`src/sdram_ctl_defines.svh`:
```
// Timing counts, pin encodings and field positions of the SDRAM command controller
`ifndef SDRAM_CTL_DEFINES_SVH
`define SDRAM_CTL_DEFINES_SVH

// Clock rate in MHz
`define CLK_MHZ 40
// Fixed periods in ns, as figures of the controller's own choosing
`define PRECHARGE_NS 20
`define ROW_CYCLE_NS 70
`define ROW_ACTIVE_NS 45
`define MODE_LOAD_NS 20
// Least times round up to whole cycles, never below one
`define NS2CYC(ns) ((((ns) * `CLK_MHZ) + 999) / 1000 < 1 ? 1 : (((ns) * `CLK_MHZ) + 999) / 1000)
`define PRECHARGE_CYC `NS2CYC(`PRECHARGE_NS)
`define ROW_CYCLE_CYC `NS2CYC(`ROW_CYCLE_NS)
`define ROW_ACTIVE_CYC `NS2CYC(`ROW_ACTIVE_NS)
`define MODE_LOAD_CYC `NS2CYC(`MODE_LOAD_NS)
// Least no-op clocks after leaving self refresh
`define EXIT_NOP_CYC 2
// Refresh budget: 4096 commands per 64 ms window
`define REFRESH_COUNT 4096
`define REFRESH_WINDOW_US 64000
`define REFRESH_INTERVAL_CYC ((`REFRESH_WINDOW_US * `CLK_MHZ) / `REFRESH_COUNT)
// Address field positions
`define PRECHARGE_SELECT_POS 10
`define COLUMN_MSB 7
`define ROW_MSB 10
// Command codes as {rowStrobe, colStrobe, writeStrobe}, active low pins
`define CODE_NOP 3'h7
`define CODE_ACTIVATE 3'h3
`define CODE_READ 3'h5
`define CODE_WRITE 3'h4
`define CODE_TERMINATE 3'h6
`define CODE_PRECHARGE 3'h2
`define CODE_REFRESH 3'h1
`define CODE_MODE_LOAD 3'h0

`endif

```
`src/sdram_ctl_pkg.sv`:
```
// Types shared by the SDRAM command controller
package sdram_ctl_pkg;
    // User orders
    typedef enum logic [3:0] {
        OP_ACTIVATE,
        OP_READ,
        OP_WRITE,
        OP_PRECHARGE,
        OP_PRECHARGE_ALL,
        OP_TERMINATE,
        OP_REFRESH,
        OP_MODE_LOAD,
        OP_SELF_REFRESH,
        OP_POWER_DOWN,
        OP_SUSPEND
    } op_t;
endpackage : sdram_ctl_pkg

```
`src/wait_timer_if.sv`:
```
// Interface between controller and its wait timer
`timescale 1ns/10ps
interface wait_timer_if;
    logic load;         // Start a wait
    logic [15:0] count; // Cycles to wait
    logic busy;         // Wait still running
    modport ctl (output load, output count, input busy);
    modport tmr (input load, input count, output busy);
endinterface : wait_timer_if

```
`src/wait_timer.sv`:
```
// Down counter that holds off commands for a loaded number of cycles
`timescale 1ns/10ps
module wait_timer (
    // Clock and reset
    input wire logic core_clk,
    input wire logic srst,
    // Controller side
    wait_timer_if.tmr tmr
);
    logic [15:0] left_r;
    logic [15:0] left_nxt;

    // Next count
    always_comb
    begin
        left_nxt = left_r;
        if (tmr.load)
        begin
            left_nxt = tmr.count;
        end
        else if (left_r != 16'h0)
        begin
            left_nxt = left_r - 16'h1;
        end
    end

    // Register
    always_ff @(posedge core_clk)
    begin
        if (srst)
            left_r <= 16'h0;
        else
            left_r <= left_nxt;
    end

    assign tmr.busy = (left_r > 16'h1);
endmodule : wait_timer

```
`src/sdram_ctl.sv`:
```
// SDRAM command controller: issues commands and clock-enable moves on the device pins
`timescale 1ns/10ps
`include "sdram_ctl_defines.svh"

module sdram_ctl #(
    parameter int PRECHARGE_CYC = `PRECHARGE_CYC,
    parameter int ROW_CYCLE_CYC = `ROW_CYCLE_CYC,
    parameter int ROW_ACTIVE_CYC = `ROW_ACTIVE_CYC,
    parameter int MODE_LOAD_CYC = `MODE_LOAD_CYC,
    parameter int REFRESH_INTERVAL_CYC = `REFRESH_INTERVAL_CYC
) (
    // Clock and reset
    input wire logic core_clk,
    input wire logic srst,
    // User orders
    input wire logic opValid,
    input wire sdram_ctl_pkg::op_t opCode,
    input wire logic [1:0] opBank,
    input wire logic [10:0] opAddr,
    input wire logic opAutoPre,
    input wire logic [3:0] opMask,
    input wire logic opWake,
    output logic opReady,
    output logic refreshDue,
    // Device pins
    output logic clkEnable,
    output logic chipSelect_n,
    output logic rowStrobe_n,
    output logic colStrobe_n,
    output logic writeStrobe_n,
    output logic [1:0] bank_select,
    output logic [10:0] addr,
    output logic [3:0] byteMask
);
    import sdram_ctl_pkg::*;

    // ----------------------------------------
    // State
    // ----------------------------------------
    typedef enum logic [2:0] {ST_RUN, ST_SELF, ST_POWER, ST_SUSPEND, ST_EXIT_NOP} state_t;

    state_t state_r, state_nxt;
    logic cke_r, cke_nxt;               // Clock enable pin
    logic cs_n_r, cs_n_nxt;             // Chip select pin
    logic [2:0] code_r, code_nxt;       // Strobe code
    logic [1:0] bank_r, bank_nxt;       // Bank pins
    logic [10:0] addr_r, addr_nxt;      // Address pins
    logic [3:0] mask_r, mask_nxt;       // Byte mask pins
    logic [15:0] selfCnt_r, selfCnt_nxt; // Self refresh dwell
    logic [1:0] nopCnt_r, nopCnt_nxt;   // Exit no-op count
    logic [15:0] refCnt_r, refCnt_nxt;  // Refresh interval
    logic refDue_r, refDue_nxt;         // Refresh owed
    logic inBurst_r, inBurst_nxt;       // Burst possibly in flight
    logic ready_r, ready_nxt;           // Order accepted next

    wait_timer_if tw ();

    wait_timer u_wait (
        .core_clk (core_clk),
        .srst (srst),
        .tmr (tw.tmr)
    );

    // ----------------------------------------
    // Command sequencing
    // ----------------------------------------
    // Next pin values, one order at a time
    always_comb
    begin
        state_nxt = state_r;
        cke_nxt = cke_r;
        cs_n_nxt = 1'b1;
        code_nxt = `CODE_NOP;
        bank_nxt = bank_r;
        addr_nxt = addr_r;
        mask_nxt = 4'hf;
        selfCnt_nxt = (selfCnt_r != 16'h0) ? selfCnt_r - 16'h1 : 16'h0;
        nopCnt_nxt = nopCnt_r;
        inBurst_nxt = inBurst_r;
        tw.load = 1'b0;
        tw.count = 16'h0;
        refCnt_nxt = refCnt_r + 16'h1;
        refDue_nxt = refDue_r;
        case (state_r)
            ST_RUN:
            begin
                if (opValid && ready_r)
                begin
                    cs_n_nxt = 1'b0;
                    bank_nxt = opBank;
                    case (opCode)
                        OP_ACTIVATE:
                        begin
                            code_nxt = `CODE_ACTIVATE;
                            addr_nxt = opAddr;
                            inBurst_nxt = 1'b0;
                        end
                        OP_READ, OP_WRITE:
                        begin
                            code_nxt = (opCode == OP_WRITE) ? `CODE_WRITE : `CODE_READ;
                            addr_nxt = 11'h0;
                            addr_nxt[`COLUMN_MSB:0] = opAddr[`COLUMN_MSB:0];
                            addr_nxt[`PRECHARGE_SELECT_POS] = opAutoPre;
                            mask_nxt = opMask;
                            inBurst_nxt = 1'b1;
                        end
                        OP_PRECHARGE, OP_PRECHARGE_ALL:
                        begin
                            code_nxt = `CODE_PRECHARGE;
                            addr_nxt[`PRECHARGE_SELECT_POS] = (opCode == OP_PRECHARGE_ALL);
                            inBurst_nxt = 1'b0;
                            tw.load = 1'b1;
                            tw.count = 16'(PRECHARGE_CYC);
                        end
                        OP_TERMINATE:
                        begin
                            code_nxt = `CODE_TERMINATE;
                            inBurst_nxt = 1'b0;
                        end
                        OP_REFRESH:
                        begin
                            code_nxt = `CODE_REFRESH;
                            refDue_nxt = 1'b0;
                            tw.load = 1'b1;
                            tw.count = 16'(ROW_CYCLE_CYC);
                        end
                        OP_MODE_LOAD:
                        begin
                            code_nxt = `CODE_MODE_LOAD;
                            addr_nxt = opAddr;
                            tw.load = 1'b1;
                            tw.count = 16'(MODE_LOAD_CYC);
                        end
                        OP_SELF_REFRESH:
                        begin
                            code_nxt = `CODE_REFRESH;
                            cke_nxt = 1'b0;
                            refDue_nxt = 1'b0;
                            selfCnt_nxt = 16'(ROW_ACTIVE_CYC);
                            state_nxt = ST_SELF;
                        end
                        OP_POWER_DOWN:
                        begin
                            code_nxt = `CODE_NOP;
                            cke_nxt = 1'b0;
                            state_nxt = ST_POWER;
                        end
                        OP_SUSPEND:
                        begin
                            // Suspend only while a burst may be running
                            cs_n_nxt = 1'b1;
                            if (inBurst_r)
                            begin
                                cke_nxt = 1'b0;
                                state_nxt = ST_SUSPEND;
                            end
                        end
                        default:
                        begin
                            cs_n_nxt = 1'b1;
                        end
                    endcase
                end
            end
            ST_SELF:
            begin
                if (opWake && selfCnt_r == 16'h0)
                begin
                    cke_nxt = 1'b1;
                    nopCnt_nxt = 2'(`EXIT_NOP_CYC);
                    tw.load = 1'b1;
                    tw.count = 16'(ROW_CYCLE_CYC);
                    state_nxt = ST_EXIT_NOP;
                end
            end
            ST_EXIT_NOP:
            begin
                cs_n_nxt = 1'b0;
                if (nopCnt_r != 2'h0)
                    nopCnt_nxt = nopCnt_r - 2'h1;
                if (nopCnt_r <= 2'h1 && !tw.busy)
                begin
                    refDue_nxt = 1'b1;
                    state_nxt = ST_RUN;
                end
            end
            ST_POWER:
            begin
                if (opWake)
                begin
                    cke_nxt = 1'b1;
                    cs_n_nxt = 1'b0;
                    state_nxt = ST_RUN;
                end
            end
            ST_SUSPEND:
            begin
                if (opWake)
                begin
                    cke_nxt = 1'b1;
                    state_nxt = ST_RUN;
                end
            end
            default:
            begin
                state_nxt = ST_RUN;
            end
        endcase
        // Interval expiry last, so a new debt beats a clear in the same cycle
        if (refCnt_r >= 16'(REFRESH_INTERVAL_CYC - 1))
        begin
            refCnt_nxt = 16'h0;
            refDue_nxt = 1'b1;
        end
        ready_nxt = (state_nxt == ST_RUN) && !tw.load && !(tw.busy);
    end

    // Register all state and pins
    always_ff @(posedge core_clk)
    begin
        if (srst)
        begin
            state_r <= ST_RUN;
            cke_r <= 1'b1;
            cs_n_r <= 1'b1;
            code_r <= `CODE_NOP;
            bank_r <= 2'h0;
            addr_r <= 11'h0;
            mask_r <= 4'hf;
            selfCnt_r <= 16'h0;
            nopCnt_r <= 2'h0;
            refCnt_r <= 16'h0;
            refDue_r <= 1'b0;
            inBurst_r <= 1'b0;
            ready_r <= 1'b0;
        end
        else
        begin
            state_r <= state_nxt;
            cke_r <= cke_nxt;
            cs_n_r <= cs_n_nxt;
            code_r <= code_nxt;
            bank_r <= bank_nxt;
            addr_r <= addr_nxt;
            mask_r <= mask_nxt;
            selfCnt_r <= selfCnt_nxt;
            nopCnt_r <= nopCnt_nxt;
            refCnt_r <= refCnt_nxt;
            refDue_r <= refDue_nxt;
            inBurst_r <= inBurst_nxt;
            ready_r <= ready_nxt;
        end
    end

    // Outputs straight from flip-flops
    assign clkEnable = cke_r;
    assign chipSelect_n = cs_n_r;
    assign rowStrobe_n = code_r[2];
    assign colStrobe_n = code_r[1];
    assign writeStrobe_n = code_r[0];
    assign bank_select = bank_r;
    assign addr = addr_r;
    assign byteMask = mask_r;
    assign opReady = ready_r;
    assign refreshDue = refDue_r;

    // ----------------------------------------
    // Checks
    // ----------------------------------------
    self_hold_a: assert property (@(posedge core_clk) disable iff (srst)
        $fell(cke_r) && code_r == `CODE_REFRESH && !cs_n_r |-> !cke_r [*2])
        else $error("self refresh left too early");
    exit_nop_a: assert property (@(posedge core_clk) disable iff (srst)
        $rose(cke_r) && $past(state_r) == ST_SELF |-> code_r == `CODE_NOP ##1 code_r == `CODE_NOP)
        else $error("command during self refresh exit");
    inhibit_a: assert property (@(posedge core_clk) disable iff (srst)
        cs_n_r |-> code_r == `CODE_NOP)
        else $error("strobes active with chip select high");
    precharge_wait_a: assert property (@(posedge core_clk) disable iff (srst)
        !cs_n_r && code_r == `CODE_PRECHARGE |-> !opReady)
        else $error("ready right after precharge");
    refresh_wait_a: assert property (@(posedge core_clk) disable iff (srst)
        !cs_n_r && code_r == `CODE_REFRESH && cke_r |=> cs_n_r || code_r == `CODE_NOP)
        else $error("command inside refresh cycle");
    power_entry_a: assert property (@(posedge core_clk) disable iff (srst)
        $fell(cke_r) && state_r == ST_POWER |-> code_r == `CODE_NOP)
        else $error("power down entered with a command");
    write_fields_a: assert property (@(posedge core_clk) disable iff (srst)
        opValid && opReady && opCode == OP_WRITE |=>
            code_r == `CODE_WRITE && addr_r[`PRECHARGE_SELECT_POS] == $past(opAutoPre))
        else $error("write fields wrong");
    mask_write_a: assert property (@(posedge core_clk) disable iff (srst)
        opValid && opReady && opCode == OP_WRITE |=> byteMask == $past(opMask))
        else $error("mask not aligned with write");
    suspend_entry_a: assert property (@(posedge core_clk) disable iff (srst)
        $fell(cke_r) && state_r == ST_SUSPEND |-> inBurst_r)
        else $error("clock suspend entered with no burst");
endmodule : sdram_ctl

```
`config.mk`:
```
export PLATFORM = sky130hd
export DESIGN_NAME = sdram_ctl
export DESIGN_NICKNAME = d
export VERILOG_FILES = /design/src/sdram_ctl_pkg.sv /design/src/wait_timer_if.sv /design/src/wait_timer.sv /design/src/sdram_ctl.sv
export VERILOG_INCLUDE_DIRS = /design/src /design/src/src
export SDC_FILE = /design/constraint.sdc
export NUM_CORES = 1
export LEC_CHECK = 0
export BUFFER_PORTS_ARGS = -buffer_cell sky130_fd_sc_hd__buf_2
export CORE_MARGIN = 2
export CORE_UTILIZATION = 35
export DETAILED_ROUTE_END_ITERATION = 16
export RECOVER_POWER = 50
export SETUP_SLACK_MARGIN = 0.02
export SLEW_MARGIN = 20
export SYNTH_ARGS = -nofsm -noshare
export SYNTH_HDL_FRONTEND = slang
export SYNTH_SLANG_ARGS = --single-unit
export TNS_END_PERCENT = 20
```
`constraint.sdc`:
```
create_clock -name core_clk -period 3.4 [get_ports core_clk]
set_input_delay 0.85 -clock core_clk [delete_from_list [all_inputs] [get_ports core_clk]]
set_output_delay 0.85 -clock core_clk [all_outputs]
set_load 0.05 [all_outputs]
```
==> results of run 1 <==
area by class of cell:
cell class                      instances  area (um^2)
Multi-Input combinational cell        290         1790
Sequential cell                        78         1560
Inverter                               12         45.0
Clock inverter                          7         80.1
Tap cell                              133          166
Timing Repair Buffer                   51          225
Clock buffer                            9          124
Fill cell                             979         5700
state kept, by name (all words and copies together) (netlist names):
name and flops:
code_r 3, bank_select 2, inBurst_r 1, refreshDue 1, clkEnable 1, chipSelect_n 1
refCnt_r 16, u_wait.left_r 16, selfCnt_r 16, addr 11, nopCnt_r 2, byteMask 4
opReady 1, state_r 3
final timing paths:
kind | depth (start not counted) | endpoint | startpoint
min | 1 | refCnt_r[0] | refCnt_r[0]
min reg2reg | 1 | refCnt_r[0] | refCnt_r[0]
max reg2reg | 7 | opReady | selfCnt_r[0]
max | 6 | selfCnt_r[15] | opValid
metal layers:
| layer | GRT usage [%] | share of wire (%) |
|---|---|---|
| met5 | 0 | 0 |
| met3 | 4.37 | 4.0 |
| met1 | 18.5 | 49 |
| met2 | 20.5 | 46 |
| met4 | 4.96 | 0.99 |
layout by cell type, fill, tap and decap left out, drive strengths merged, types with 7 or more instances in the layout:
cell type   n
buf        25
nor4        9
nand4       7
dfxtp      78
a21oi      11
nand3      14
nand2      24
nor3        9
nor2       77
xor2       21
ha          9
mux2i       9
xnor2      12
clkbuf     35
or3         9
inv        15
o21ai      13
power by group through the flow:
stage                     Combinational [mW]  Clock (mW)  Sequential, mW
final                                   1.27       0.715            1.28
after global routing                    1.44       0.773            1.31
after CTS                               1.28       0.744            1.28
after detailed placement                1.27           0            1.30
after global placement                  1.25           0            1.30
after floorplan                         1.01           0            1.31
metrics by stage:
stage               cell area (um^2)  setup slack, ns  util [%]  hold WS, ns
CTS                             4030             1.19      41.6        0.464
global placement                3830            0.979      39.5        0.435
detailed placement              3830            0.931      39.5        0.447
global route                    3990            0.782      41.2        0.488
floorplan                       3480             1.27         -        0.421
finish                          3990            0.997      41.2        0.461
worst max-delay path: stages:
cell and delay (ns):
buf_2 0.09, nand2_1 0.12, nor4_1 0.46, clkbuf_1 0.36, a311o_1 0.62, nor2_1 0.12
logic make-up (layout without fill, tap and decap cells):
logic type,Yosys count,count (layout),share of synthesized area (%)
and+or+nand+nor,184,184,27.5
DFF,78,78,45.1
AOI/OAI and AO/OA,48,48,9.04
xor gates and xnor gates,33,33,8.35
buffers and inverters,28,79,3.72
muxes,10,10,2.93
adders and majority gates,9,9,3.25
other,1,6,0.108
==> results_dict.tcl, run 1 <==
set metrics [dict create \
    fp.dieW_um 103 \
    setup.worst_path.class "in2reg" \
    worstMarginPinSlew_ns 0.651 \
    ys_seq_elements 78 \
    crit_fanout 15 \
    r2r_setup_slack_ns 1.13 \
    yosysSeqAreaShare_pct 45.1 \
    cts_tree "yes" \
    htree_num_levels 3 \
    min_period_ns 2.40 \
    setup_violations 0 \
    slew_violations 0 \
    nets 477 \
    yosysMostFrequentCell "dfxtp_1" \
    cp.required_ns 3.61 \
    diodes 0 \
    clkPwrFrac_pct 21.9 \
    seq_power_share_pct 39.3 \
    cts.path.max_buffers 2 \
    core_area_um2 9680 \
    leakagePower_nw 1.58 \
    synth_top_area_share_pct 45.1 \
    status "complete, no violations" \
    cts_sinks 78 \
    synth_warnings 0 \
    grt_pass1_wl_um 11600 \
    post_cts_resized 0 \
    powerDensity_nw_per_um2 819 \
    endpoint_kind "register" \
    place_inst 564 \
    fmax_mhz 416 \
    yosysUniqueCellTypes 52 \
    drv_cap 0 \
    cts_setup_buffers 0 \
    netlist_instances 391 \
    post-route-period-util_pct 70.7 \
    max_slew_margin_pct 56.3 \
    combPwrFrac_pct 38.8 \
    clkTransAtPathRegs_ns 0.08 \
    synth_edf_count 0 \
    async_flop_share_pct 0 \
    cts_buffers 9 \
    clock_skew_ns 0.0109 \
    dr_total_vias 2743 \
    arrival_ns 2.62 \
    avgSynthCellArea_um2 8.85 \
    hold_viol_final 0 \
    antenna_found_initial 0 \
    cts_hold_buffers 0 \
    grt_max_degree 19 \
    track_usage_pct 13.7 \
    area_growth_pct 15.2 \
    rows 36 \
    wl_per_cell_um 11.9 \
    p_int_mw 1.98 \
    synthTopCellsByArea "dfxtp_1 45%, nor2_1 8.4%, xor2_1 5.3%" \
    drc 0 \
    die_h_um 103 \
    drt_iter0_drc 117 \
    place.gp.congestion 0.823 \
    holdCritPathClass "reg2reg" \
    dr.pass1.iters 4 \
    io_pins 50 \
    cts-root-buf "clkbuf_8" \
    rsz0062_at_grt "no" \
    hpwl_um 4960 \
    viasPerCell 4.73 \
    final_antenna_net_count 0 \
    p_sw_share_pct 39.5 \
    io_buffers 49 \
    layoutNonFillerInstCount 580 \
    synth_commonest_cells "78 x dfxtp_1, 77 x nor2_1, 24 x nand2_1" \
    die_area_um2 10700 \
    drt-total-wl_um 6880 \
    synth_top_flop_cell "dfxtp_1" \
    grt_overflow 0 \
    fin_tns_setup_ns 0 \
    yosysTopAreaCell "dfxtp_1" \
    p_switching_mw 1.29 \
    start_kind "input pin" \
    clkLatencyLatePin_ns 0.35 \
    netlist_area_um2 3460 \
    peakVddDrop_mv 0.422 \
    drive_gt1_share_pct 12.8 \
    start_util_pct 35.7 \
    grt_pass1_vias 2505 \
    power_mw 3.27 \
]
No activity file was read; power rests on OpenSTA's default activity.
==> inputs of run 2 (changes only) <==
==> constraint.sdc (replaced) <==
create_clock -name core_clk -period 2.2 [get_ports core_clk]
set_input_delay 0.55 -clock core_clk [delete_from_list [all_inputs] [get_ports core_clk]]
set_output_delay 0.55 -clock core_clk [all_outputs]
set_load 0.05 [all_outputs]
==> results_dict.tcl, run 2 (synthesis gave the netlist of run 1 again) <==
set metrics [dict create \
    final_common_cell "dfxtp_1" \
    core_area_um2 9680 \
    track_usage_pct 13.9 \
    nets 487 \
    dr.max_layer_used "met4" \
    top_regs "refCnt_r x16, selfCnt_r x16, u_wait.left_r x16" \
    peakVddDrop_mv 0.391 \
    slew_violations 0 \
    p_int_mw 3.41 \
    p_sw_share_pct 37.4 \
    rows 36 \
    dr_wl_met2_um 3060 \
    holdCritPathClass "in2reg" \
    cts_buffers 9 \
    clkTransAtPathRegs_ns 0.08 \
    drc 0 \
    cts-root-buf "clkbuf_8" \
    final_cell_mix "78 x dfxtp_1, 77 x nor2_1, 26 x clkbuf_1" \
    final_antenna_net_count 0 \
    rsz0062_at_grt "no" \
    viasPerCell 4.74 \
    cts_setup_buffers 0 \
    clkPwrFrac_pct 24.5 \
    io_buffers 49 \
    arrival_ns 2.26 \
    hold_viol_final 0 \
    start_util_pct 35.7 \
    start_kind "register" \
    grt_max_degree 26 \
    cts_sinks 78 \
    grt_pass1_vias 2526 \
    endpoint_kind "register" \
    drt-total-wl_um 6890 \
    clkLatencyLatePin_ns 0.35 \
    antenna_found_initial 0 \
    wl_met1_um 3390 \
    fin_tns_setup_ns 0 \
    grt_overflow 0 \
    post-route-period-util_pct 90.4 \
    powerDensity_nw_per_um2 1330 \
    area_growth_pct 18.5 \
    worstMarginPinSlew_ns 0.627 \
    die_h_um 103 \
    htree_num_levels 3 \
    max_slew_margin_pct 57.8 \
    p_switching_mw 2.03 \
    leakagePower_nw 1.64 \
    dr_total_vias 2798 \
    min_period_ns 1.99 \
    dpl_cell_area_um2 3900 \
    status "complete, no violations" \
    cts.path.max_buffers 2 \
    worstPathCellList "inv_1, ha_1, nor3b_1, and4_4, and4b_4, or3_1, buf_4, a21oi_1" \
    cts_tree "yes" \
    finalInstanceArea_um2 4100 \
    combPwrFrac_pct 39.0 \
    grt_pass1_wl_um 11700 \
    place.gp.congestion 0.786 \
    drive_gt1_share_pct 14.9 \
    io_pins 50 \
    fp.dieW_um 103 \
    seq_power_share_pct 36.5 \
    hpwl_um 5060 \
    cp.required_ns 2.48 \
    drv_cap 0 \
    setup_violations 0 \
    post_cts_resized 0 \
    dr_wl_met3_um 357 \
    critPathSlowestCell "or3_1" \
    die_area_um2 10700 \
    dr.pass1.iters 4 \
    setup.worst_path.class "reg2reg" \
    drt_iter0_drc 127 \
    clock_skew_ns 0.00966 \
    wl_per_cell_um 11.7 \
    fmax_mhz 503 \
    slowest_delay_ns 0.38 \
    diodes 0 \
    crit_fanout 14 \
    cts_hold_buffers 0 \
]
run 2: cell types whose count changed in the layout (fill, tap and decap cells not counted), sizes merged:
cell      previous run  this run
buf                 25        34
bufinv               1         3
clkbuf              35        36
clkinv               2         1
clkinvlp             1         0
run 2: final cells by class:
class / count / area [um^2]
clock buffers: 9 / 124
clock inverters: 7 / 128
fillers: 996 / 5580
inverters: 12 / 45.0
multi-input cells: 290 / 1780
flip-flops and latches: 78 / 1560
well taps: 133 / 166
repair buffers: 61 / 295
run 2: worst max-delay path, delay by kind of cell (launching register included):
family / cells / cell delay [ns]
simple gates: 4 / 0.94
compound gates: 1 / 0.13
fa+ha+maj: 1 / 0.19
buf+inv: 2 / 0.28
flops: 1 / 0.37
run 2: path summary, 6_finish.rpt:
kind	from	slack (ns)	cells past startpoint	end
max	selfCnt_r[0]	0.21	8	u_wait.left_r[7]
min	opMask[3]	0.38	2	byteMask[3]
max reg2reg	selfCnt_r[0]	0.21	8	u_wait.left_r[7]
min reg2reg	refCnt_r[0]	0.46	1	refCnt_r[0]
run 2: power groups by stage:
stage | sequential [mW] | clock [mW] | combinational, mW
floorplan | 2.03 | 0 | 1.57
global placement | 2.01 | 0 | 2.10
detailed placement | 2.01 | 0 | 2.14
finish | 1.99 | 1.33 | 2.12
global route | 2.03 | 1.44 | 2.42
CTS | 1.98 | 1.37 | 2.15
run 2: per-layer routing:
layer,global-route usage [%],up-vias
met3,4.64,7
met5,0,-
li1,-,1463
met1,18.6,1284
met2,20.2,44
met4,5.97,0
run 2: through the flow:
step / worst slack [ns] / hold WS [ns] / instances / util [%] / total power [mW]
after detailed placement: 0.230 / 0.447 / 574 / 40.3 / 4.15
after global routing: 0.0681 / 0.362 / 590 / 42.3 / 5.89
after CTS: 0.202 / 0.358 / 590 / 42.9 / 5.51
final: 0.212 / 0.378 / 590 / 42.3 / 5.44
after global placement: 0.276 / 0.441 / 574 / 40.3 / 4.10
after floorplan: 0.241 / 0.421 / 396 / - / 3.59
==> inputs of run 3 (changes only) <==
--- a/config.mk
+++ b/config.mk
@@ -10,6 +10,7 @@
 export CORE_MARGIN = 2
 export CORE_UTILIZATION = 35
 export DETAILED_ROUTE_END_ITERATION = 16
+export MAX_ROUTING_LAYER = met4
 export RECOVER_POWER = 50
 export SETUP_SLACK_MARGIN = 0.02
 export SLEW_MARGIN = 20
==> constraint.sdc (replaced) <==
create_clock -name core_clk -period 1.87 [get_ports core_clk]
set_input_delay 0.4675 -clock core_clk [delete_from_list [all_inputs] [get_ports core_clk]]
set_output_delay 0.4675 -clock core_clk [all_outputs]
set_load 0.05 [all_outputs]
==> results_dict.tcl, run 3 (synthesis gave the netlist of run 1 again) <==
set metrics [dict create \
    io_buffers 49 \
    htree_num_levels 3 \
    grt_max_degree 17 \
    use_met2_pct 22.6 \
    whs_path_depth 2 \
    worstMarginPinSlew_ns 0.620 \
    leakagePower_nw 1.76 \
    min_to "byteMask[1]" \
    area_growth_pct 25.3 \
    rr_worst_depth 8 \
    final_cell_mix "74 x nor2_1, 73 x dfxtp_1, 28 x buf_4" \
    final.fill_count 932 \
    viasPerCell 4.78 \
    met1_usage_pct 19.3 \
    wl_per_cell_um 12.2 \
    cts_tree "yes" \
    slowest_delay_ns 0.37 \
    place_inst 594 \
    die_area_um2 10700 \
    antenna_found_initial 0 \
    rsz0062_at_grt "yes" \
    cts_buffers 9 \
    fin_util_pct 44.8 \
    drt-total-wl_um 7470 \
    peakVddDrop_mv 0.553 \
    drive_gt1_share_pct 21.5 \
    holdCritPathClass "in2reg" \
    cts-root-buf "clkbuf_8" \
    track_usage_pct 14.9 \
    cp_top_family "simple AND/OR/NAND/NOR gates" \
    whs_ns 0.291 \
    setup_violations 0 \
    dr.pass1.iters 4 \
    start_util_pct 35.7 \
    crit_fanout 7 \
    powerDensity_nw_per_um2 1540 \
    critPathSlowestCell "or3_4" \
    drt_iter0_drc 84 \
    final_antenna_net_count 0 \
    dr_total_vias 2927 \
    start_kind "register" \
    cp.required_ns 2.16 \
    die_h_um 103 \
    post-route-period-util_pct 96.2 \
    busiest_layer "met2" \
    fmax_mhz 556 \
    grt_pass1_vias 2707 \
    place.gp.congestion 0.771 \
    clkLatencyLatePin_ns 0.35 \
    worstPathCellList "inv_1, ha_1, nor3b_1, and4_4, and4b_4, or3_4, clkbuf_16, nor2_1" \
    clkTransAtPathRegs_ns 0.09 \
    arrival_ns 2.09 \
    final_common_cell "nor2_1" \
    drc 0 \
    core_area_um2 9680 \
    setup.worst_path.class "reg2reg" \
    clock_skew_ns 0.00705 \
    regToRegStartpoint "selfCnt_r[0]" \
    worstReg2RegEnd "u_wait.left_r[13]" \
    status "complete, no violations" \
    fp.dieW_um 103 \
    top_regs "refCnt_r x16, selfCnt_r x16, u_wait.left_r x16" \
    hold_viol_final 0 \
    min_period_ns 1.80 \
    slew_violations 0 \
    dpl_cell_area_um2 4070 \
    endpoint_kind "register" \
    nets 509 \
    finalInstanceArea_um2 4340 \
    hold_path_startpoint "opMask[1]" \
    layoutNonFillerInstCount 612 \
    drv_cap 0 \
    grt_pass1_wl_um 12200 \
    io_pins 50 \
    grt_use_met3_pct 4.44 \
    grt_overflow 0 \
    diodes 0 \
    hpwl_um 5430 \
    cts.path.max_buffers 2 \
    cts_sinks 78 \
    max_slew_margin_pct 58.8 \
    r2r_setup_slack_ns 0.07 \
    rows 36 \
    path_buf_inv 2 \
]
==> run 3: worst max-delay path by stage <==
| stage | cells after the start | endpoint | from |
|---|---|---|---|
| after floorplan | 8 | opReady | selfCnt_r[0] |
| after global placement | 6 | code_r[0] | opValid |
| after detailed placement | 6 | code_r[0] | opValid |
| after CTS | 8 | u_wait.left_r[5] | selfCnt_r[1] |
| after global routing | 6 | selfCnt_r[15] | selfCnt_r[2] |
| final | 8 | u_wait.left_r[13] | selfCnt_r[0] |
==> run 3: timing repair <==
action / in CTS / in global routing
endpoints found under the setup margin: 15 / 18
gates cloned: 0 / 1
pin swaps: 0 / 5
resized for setup: 2 / 10
hold buffers: 0 / 0
buffers inserted: 0 / 1
==> run 3: layer usage <==
metal | share of wire [%] | vias up
met5 | 0 | -
met4 | 0.96 | 0
met3 | 4.0 | 6
met2 | 46 | 60
met1 | 49 | 1351
li1 | - | 1510
==> run 3: metrics by stage <==
stage               setup WS [ns]  power (mW)  TNS, ns
finish                     0.0715        6.69        0
global route              0.00294        7.17        0
floorplan                 -0.0134        4.23  -0.0134
global placement           0.0398        5.10        0
detailed placement        -0.0264        5.15  -0.0292
CTS                        0.0421        6.63        0
==> run 3: report_power, final <==
part / switching [mW] / total (mW) / leakage, nW / internal (mW)
sequential: 0.341 / 2.35 / 0.638 / 2.01
clock: 0.646 / 1.44 / 0.113 / 0.797
combinational: 1.52 / 2.89 / 1.01 / 1.38
==> run 3: layout make-up <==
type / count / area [um^2] / share of cell area [%]
tap: 133 / 166 / 3.84
multi-input combinational: 290 / 1820 / 42.0
inverter: 12 / 45.0 / 1.04
clock inverter: 6 / 93.8 / 2.16
timing repair buffer: 83 / 503 / 11.6
sequential: 78 / 1570 / 36.2
clock buffer: 10 / 138 / 3.17
==> run 3: worst register-to-register path: cells and delay by family (launching register included) <==
kind / cells / cell delay (ns)
fa+ha+maj: 1 / 0.18
flops: 1 / 0.34
simple gates: 5 / 0.98
buf+inv: 2 / 0.23
